[src/dcc_map.vh]
// dcc_map.vh - constants for the dual comparator control block
// assumes: included by bare name from the design files
`ifndef DCC_MAP_VH
`define DCC_MAP_VH

`define DCC_CTRL_RESET      8'h00
`define DCC_MODE_LSB        0
`define DCC_MODE_MSB        2
`define DCC_INPUT_SEL_BIT   3
`define DCC_INV1_BIT        4
`define DCC_INV2_BIT        5
`define DCC_RES1_BIT        6
`define DCC_RES2_BIT        7
`define DCC_WR_MASK         8'h3F
`define DCC_FLAG_BIT        6

`define DCC_MODE_RESET      3'h0
`define DCC_MODE_OUT_A      3'h1
`define DCC_MODE_INTREF     3'h2
`define DCC_MODE_OUT_B      3'h6
`define DCC_MODE_OFF        3'h7

`define DCC_SYNC_STAGES     2

`endif

[src/dcc_sync.v]
// dcc_sync.v - two-stage synchroniser for one asynchronous level
// assumes: d_in may change at any time relative to clk_in
`timescale 1ns/1ns
module dcc_sync (
    input  wire clk_in,
    input  wire rst_in,
    input  wire d_in,
    output wire q_out
);
    reg meta_ff;
    reg sync_ff;

    always @(posedge clk_in or posedge rst_in) begin
        if (rst_in) begin
            meta_ff <= 1'b0;
            sync_ff <= 1'b0;
        end else begin
            meta_ff <= d_in;
            sync_ff <= meta_ff;
        end
    end

    assign q_out = sync_ff;
endmodule // dcc_sync

[src/dcc_top.v]
// dcc_top.v - control logic of a dual analog comparator unit
// assumes: analog results arrive asynchronous; cpu access strobes are one-cycle pulses on clk_in
// Summary of operation
// RL1 - three-bit mode field selects eight configurations
// RL2 - software disables change interrupt during mode change
// RL3 - result low when plus below minus
// RL4 - optional per-comparator output inversion
// RL5 - mode 010 routes internal reference to plus
// RL6 - result bits read-only in upper control bits
// RL7 - modes 110/001 drive pins 3,4 unsynchronized
// RL8 - direction bits still enable those pin outputs
// RL9 - analog-input pins read as zero
// RL10 - change flag sets on output mismatch
// RL11 - software writes flag zero clear, one set
// RL12 - irq needs flag and all three enables
// RL13 - flag set may be lost on read
// RL14 - control access latches outputs, ends mismatch
// RL15 - comparators run in sleep, irq wakes
// RL16 - mode 111 turns both comparators off
// RL17 - reset gives mode 000, comparators powered down
// RL18 - results synchronized for bits and detector
`timescale 1ns/1ns
`include "dcc_map.vh"
module dcc_top (
    input  wire       clk_in,
    input  wire       rst_in,
    input  wire       cmp1_raw_in,
    input  wire       cmp2_raw_in,
    input  wire       ctrl_wr_in,
    input  wire       ctrl_rd_in,
    input  wire [7:0] ctrl_wdata_in,
    input  wire       flag_wr_in,
    input  wire       flag_wdata_in,
    input  wire       comparator_change_enable_in,
    input  wire       peripheral_irq_enable_in,
    input  wire       global_irq_enable_in,
    input  wire       sleep_in,
    input  wire [4:0] port_a_direction_in,
    input  wire [4:0] port_latch_in,
    input  wire [4:0] port_pad_in,
    output reg  [7:0] comparator_control_register_out,
    output reg        comparator_change_flag_out,
    output reg        irq_out,
    output reg        wake_out,
    output reg        cmp1_power_out,
    output reg        cmp2_power_out,
    output reg        intref_to_plus_out,
    output reg        input_sel_out,
    output reg  [4:0] pin_out,
    output reg  [4:0] pin_oe_out,
    output reg  [4:0] port_rdata_out
);
    reg  [2:0] mode_ff;
    reg        input_sel_ff;
    reg        inv1_ff;
    reg        inv2_ff;
    reg        latch1_ff;
    reg        latch2_ff;
    reg        flag_ff;
    reg  [2:0] nxt_mode;
    reg        nxt_flag;
    reg  [4:0] analog_mask;
    reg  [4:0] nxt_pin;
    reg        cmp1_on;
    reg        cmp2_on;
    wire       res1_sync;
    wire       res2_sync;
    wire       res1;
    wire       res2;
    wire       out1_raw;
    wire       out2_raw;
    wire       mismatch;
    wire       access;
    wire       pin_route;

    // raw result: high when plus above minus, polarity as supplied by the front end
    dcc_sync u_sync1 ( // RL18
        .clk_in (clk_in),
        .rst_in (rst_in),
        .d_in   (cmp1_raw_in), // RL3
        .q_out  (res1_sync)
    );

    dcc_sync u_sync2 ( // RL18
        .clk_in (clk_in),
        .rst_in (rst_in),
        .d_in   (cmp2_raw_in), // RL3
        .q_out  (res2_sync)
    );

    // unpowered comparators read as their inversion bit: low unless inverted
    assign res1     = (res1_sync & cmp1_on) ^ inv1_ff; // RL4
    assign res2     = (res2_sync & cmp2_on) ^ inv2_ff; // RL4
    assign out1_raw = (cmp1_raw_in & cmp1_on) ^ inv1_ff; // RL4
    assign out2_raw = (cmp2_raw_in & cmp2_on) ^ inv2_ff; // RL4
    assign mismatch = (res1 != latch1_ff) | (res2 != latch2_ff); // RL10
    assign access   = ctrl_wr_in | ctrl_rd_in;
    assign pin_route = (mode_ff == `DCC_MODE_OUT_B) | (mode_ff == `DCC_MODE_OUT_A); // RL7

    // per-mode power and analog pin usage
    always @* begin
        cmp1_on     = 1'b1;
        cmp2_on     = 1'b1;
        analog_mask = 5'h0F;
        case (mode_ff) // RL1
            `DCC_MODE_RESET: begin
                cmp1_on     = 1'b0;
                cmp2_on     = 1'b0;
                analog_mask = 5'h0F; // RL17
            end
            `DCC_MODE_OUT_A: analog_mask = 5'h07;
            `DCC_MODE_INTREF: analog_mask = 5'h0F; // RL5
            3'h3: analog_mask = 5'h07;
            3'h4: analog_mask = 5'h0F;
            3'h5: begin
                cmp1_on     = 1'b0;
                analog_mask = 5'h06;
            end
            `DCC_MODE_OUT_B: analog_mask = 5'h07;
            `DCC_MODE_OFF: begin
                cmp1_on     = 1'b0; // RL16
                cmp2_on     = 1'b0; // RL16
                analog_mask = 5'h00;
            end
            default: analog_mask = 5'h0F;
        endcase
    end

    // pin drive: comparator results on pins 3 and 4 in routed modes
    always @* begin
        nxt_pin = port_latch_in;
        if (pin_route) begin
            nxt_pin[3] = out1_raw; // RL7
            nxt_pin[4] = out2_raw; // RL7
        end
    end

    always @* begin
        nxt_mode = mode_ff;
        if (ctrl_wr_in) begin
            nxt_mode = ctrl_wdata_in[`DCC_MODE_MSB:`DCC_MODE_LSB]; // RL1
        end
    end

    // hardware set wins over software clear; mismatch persists until access
    always @* begin
        nxt_flag = flag_ff;
        if (flag_wr_in) begin
            nxt_flag = flag_wdata_in; // RL11
        end
        if (mismatch & ~access) begin
            nxt_flag = 1'b1; // RL10 RL13 RL14
        end
    end

    always @(posedge clk_in or posedge rst_in) begin
        if (rst_in) begin
            mode_ff      <= `DCC_MODE_RESET; // RL17
            input_sel_ff <= 1'b0;
            inv1_ff      <= 1'b0;
            inv2_ff      <= 1'b0;
            latch1_ff    <= 1'b0;
            latch2_ff    <= 1'b0;
            flag_ff      <= 1'b0;
        end else begin
            mode_ff <= nxt_mode;
            flag_ff <= nxt_flag;
            if (ctrl_wr_in) begin
                input_sel_ff <= ctrl_wdata_in[`DCC_INPUT_SEL_BIT];
                inv1_ff      <= ctrl_wdata_in[`DCC_INV1_BIT];
                inv2_ff      <= ctrl_wdata_in[`DCC_INV2_BIT];
            end
            if (access) begin
                latch1_ff <= res1; // RL14
                latch2_ff <= res2; // RL14
            end
        end
    end

    // registered outputs; sleep does not touch control state
    always @(posedge clk_in or posedge rst_in) begin
        if (rst_in) begin
            comparator_control_register_out <= `DCC_CTRL_RESET;
            comparator_change_flag_out      <= 1'b0;
            irq_out                         <= 1'b0;
            wake_out                        <= 1'b0;
            cmp1_power_out                  <= 1'b0; // RL17
            cmp2_power_out                  <= 1'b0; // RL17
            intref_to_plus_out              <= 1'b0;
            input_sel_out                   <= 1'b0;
            pin_out                         <= 5'h00;
            pin_oe_out                      <= 5'h00;
            port_rdata_out                  <= 5'h00;
        end else begin
            comparator_control_register_out <= {res2, res1, inv2_ff, inv1_ff, input_sel_ff, mode_ff}; // RL6
            comparator_change_flag_out      <= flag_ff;
            irq_out <= flag_ff & comparator_change_enable_in
                       & peripheral_irq_enable_in & global_irq_enable_in; // RL12
            wake_out <= sleep_in & flag_ff & comparator_change_enable_in; // RL15
            cmp1_power_out     <= cmp1_on; // RL15 RL16
            cmp2_power_out     <= cmp2_on; // RL15 RL16
            intref_to_plus_out <= (mode_ff == `DCC_MODE_INTREF); // RL5
            input_sel_out      <= input_sel_ff;
            pin_out            <= nxt_pin; // RL7
            pin_oe_out         <= ~port_a_direction_in & ~analog_mask; // RL1 RL8
            port_rdata_out     <= port_pad_in & ~analog_mask; // RL9
        end
    end
endmodule // dcc_top

[config.mk]
export PLATFORM = sky130hd
export DESIGN_NAME = dcc_top
export DESIGN_NICKNAME = d
export VERILOG_FILES = /design/src/dcc_sync.v /design/src/dcc_top.v
export VERILOG_INCLUDE_DIRS = /design/src
export SDC_FILE = /design/constraint.sdc
export NUM_CORES = 1
export LEC_CHECK = 0
export BUFFER_PORTS_ARGS = -buffer_cell sky130_fd_sc_hd__buf_2
export CORE_MARGIN = 3
export CORE_UTILIZATION = 45
export CTS_CLUSTER_DIAMETER = 200
export DETAILED_ROUTE_END_ITERATION = 8
export PLACE_DENSITY = 0.78
export SYNTH_ARGS = -nofsm -noshare
export SYNTH_HDL_FRONTEND = slang
export SYNTH_HIERARCHICAL = 1
export SYNTH_SLANG_ARGS = --single-unit
[constraint.sdc]
create_clock -name clk_in -period 2 [get_ports clk_in]
set_clock_uncertainty 0.15 [all_clocks]
set_input_delay 0.1 -clock clk_in [delete_from_list [all_inputs] [get_ports clk_in]]
set_output_delay 0.1 -clock clk_in [all_outputs]
set_load 0.01 [all_outputs]
==> results.txt <==
crit end category - flip-flop
critical path class - flip-flop to flip-flop
IO Port Bufs - 62
Worst-path clk slew - 0.12 ns
WL per Instance - 12.35 um
post-cts resize count - 0
crit start category - flip-flop
top layer in use - met4
Yosys top cell by area - dfrtp_1
EDFF count, synth - 0
ys flop type - dfrtp_1
H-Tree Depth - 2
VDD IR max - 0.6664 mV
metal3 WL - 211 um
multiplexer share of the synthesized area - 6.272%
synth-to-layout area growth - 54.88%
die height - 62.50 um
cell area after layout - 2225 um^2
vias in the first global route - 1178
max-slew violations - 0
Async S/R FF share, synth - 100.0%
final setup vio count - 0
Avg Cell Area, Syn - 14.66 um^2
clock buffer count from CTS - 5
synthesized-area fraction occupied by and/or/nand/nor cells - 9.495%
Least-Margin Pin Slew - 0.4568 ns
static leakage - 0.001143 uW
Final Core Density - 76.70%
outcome - finished with violations
Seq/Total Area, Yosys - 73.17%
Syn. warnings - 6
Max FO, Critical Path - 4
global-route wire length before repair - 5209 um
CP Data Required Time - 2.08 ns
FP Rows - 19
Fin Setup TNS - 0 ns
Final Hold Fails - 1
syn nets - 133
Synth area leaders - dfrtp_1 73%, mux2_2 5.5%, xnor2_1 3.7%, nor2_1 2.1%, xor3_1 1.7%
multi-input combinational cell area - 336.6 um^2
DP HPWL - 1968 um
final worst path period need - 1.703 ns
Synth Area in Adders - 0%
dpl cell area - 1810 um^2
hold crit path type - input port to flip-flop
Arrival @ worst endpoint - 1.78 ns
total track usage - 17.03%
DRC - 0
FMAX - 0.5872 GHz
xor/xnor share of the synthesized area - 5.314%
Worst slew margin - 69.55%
Final nets - 238
post-route ant nets - 0
clk buf depth - 2
vias - 1077
Hold Slack - -0.001420 ns
failing checks - hold timing
n_diodes - 0
largest net degree at the start of global routing - 39
CTS tree - done
r2r setup slk - 0.30 ns
period utilization - 85.14%
first drt pass iteration count - 2
Synth Area in Compound Gates - 2.352%
# fillers - 211
flip-flop and latch area - 1051 um^2
metal2 WL - 1602 um
routed vias/inst - 4.378
initial antenna violation count - 0
# clock sinks - 42
Max Cap Viol - 0
initial drt markers - 25
Synth Cell Area - 1436 um^2
Initial Utilization - 49.53%
post-synthesis register bit count - 42
Cells after Synth - 98
Total Die Area - 3906 um^2
gpl congestion - 0.6850
share of cells above drive strength 1 - 41.67%
Routed WL - 3039 um
Core Region - 2900 um^2
largest family of logic cells by synthesized area - simple AND/OR/NAND/NOR gates
top-area cell type share of the netlist area - 73.17%
RSZ-0062 raised after global routing - false
remaining global-route overflow - 0
I/O pins - 65
worst-skew pair later-pin latency - 0.33 ns
met1 wire length - 1164 um
post-synth cell types - 23
root buf cell - clkbuf_4
Die W - 62.50 um
PwrDens - 778.4 nW/um^2
## cell usage after synthesis (2+ instances only)
| library cell | count |
|---|---|
| o21ai_1 | 2 |
| nand2_1 | 4 |
| nor2_1 | 8 |
| nand3_1 | 2 |
| mux2_2 | 7 |
| a21oi_1 | 3 |
| nor2b_1 | 2 |
| inv_1 | 6 |
| and2_1 | 2 |
| dfrtp_1 | 42 |
| and3_1 | 2 |
| xnor2_1 | 6 |
| clkbuf_1 | 2 |
## per-stage QoR
step | instances | total power [uW] | setup slack (ns) | hold WS [ns]
2_1_floorplan | 98 | 1149 | 0.2655 | -0.3088
5_1_grt | 246 | 1825 | 0.2167 | 0.001591
3_5_place_dp | 203 | 1272 | 0.3129 | -0.1734
4_1_cts | 246 | 1748 | 0.2834 | 0.005580
6_report | 246 | 1732 | 0.2971 | -0.001420
3_3_place_gp | 203 | 1258 | 0.3521 | -0.1800
## cell families after synthesis
group | after synthesis
xor gates and xnor gates | 7
buffers and inverters | 10
and+or+nand+nor | 25
muxes | 8
DFF | 42
AOI/OAI and AO/OA | 6
## power by group
group,internal [uW],switching [uW],leakage [uW]
Combinational,195,147,0.000602
Sequential,931,37.0,0.000507
Clock,169,252,0.0000343
## registers in the layout, summed over array words and instances (netlist names), 3 cells and up
name                             flops
comparator_control_register_out      8
port_rdata_out                       5
mode_ff                              3
pin_out                              5
pin_oe_out                           5
## routing by layer
metal | up-vias | GRT usage (%)
met5 | - | 0
met4 | 0 | 6.887
met3 | 6 | 4.856
met2 | 47 | 31.56
met1 | 501 | 17.94
li1 | 523 | -
## worst paths after layout
path                            cells past startpoint                                 end             from
min in group asynchronous                           4  comparator_control_register_out[5]           rst_in
worst min register to register                      0                       u_sync1/q_out  u_sync1/meta_ff
worst min-delay path                                2                             inv1_ff       ctrl_wr_in
max in group asynchronous                           4                       u_sync1/q_out           rst_in
worst max register to register                      5                             flag_ff       mode_ff[2]
worst max-delay path                                5                             flag_ff       mode_ff[2]
## critical path: stages (launching register included)
cell	delay (ns)
dfrtp_1	0.40
or3_4	0.41
nand3_1	0.16
xnor2_1	0.13
a21oi_1	0.09
a211o_1	0.26
## timing repair
item / in CTS / in global routing
hold buffers: 35 / 0
hold endpoints to repair: 70 / 0
setup buffers: 0 / 0
## cell usage in the layout (no fill, tap or decap), drive strengths merged, types with 3 or more instances in the layout
master       instances
inv                  6
nand2                4
dfrtp               42
dlygate4sd3         35
clkbuf               6
nand3                3
nor2                 8
buf                 67
mux2                 8
a21oi                3
xnor2                6
## final cells by class
cell class / count / share of cell area, %
clock inverter: 2 / 0.5624
tap: 42 / 2.362
timing repair buffer: 102 / 31.38
multi-input combinational: 46 / 15.13
clock buffer: 6 / 2.306
inverter: 6 / 1.012
sequential: 42 / 47.24
Power figures use the tool's default switching activity.
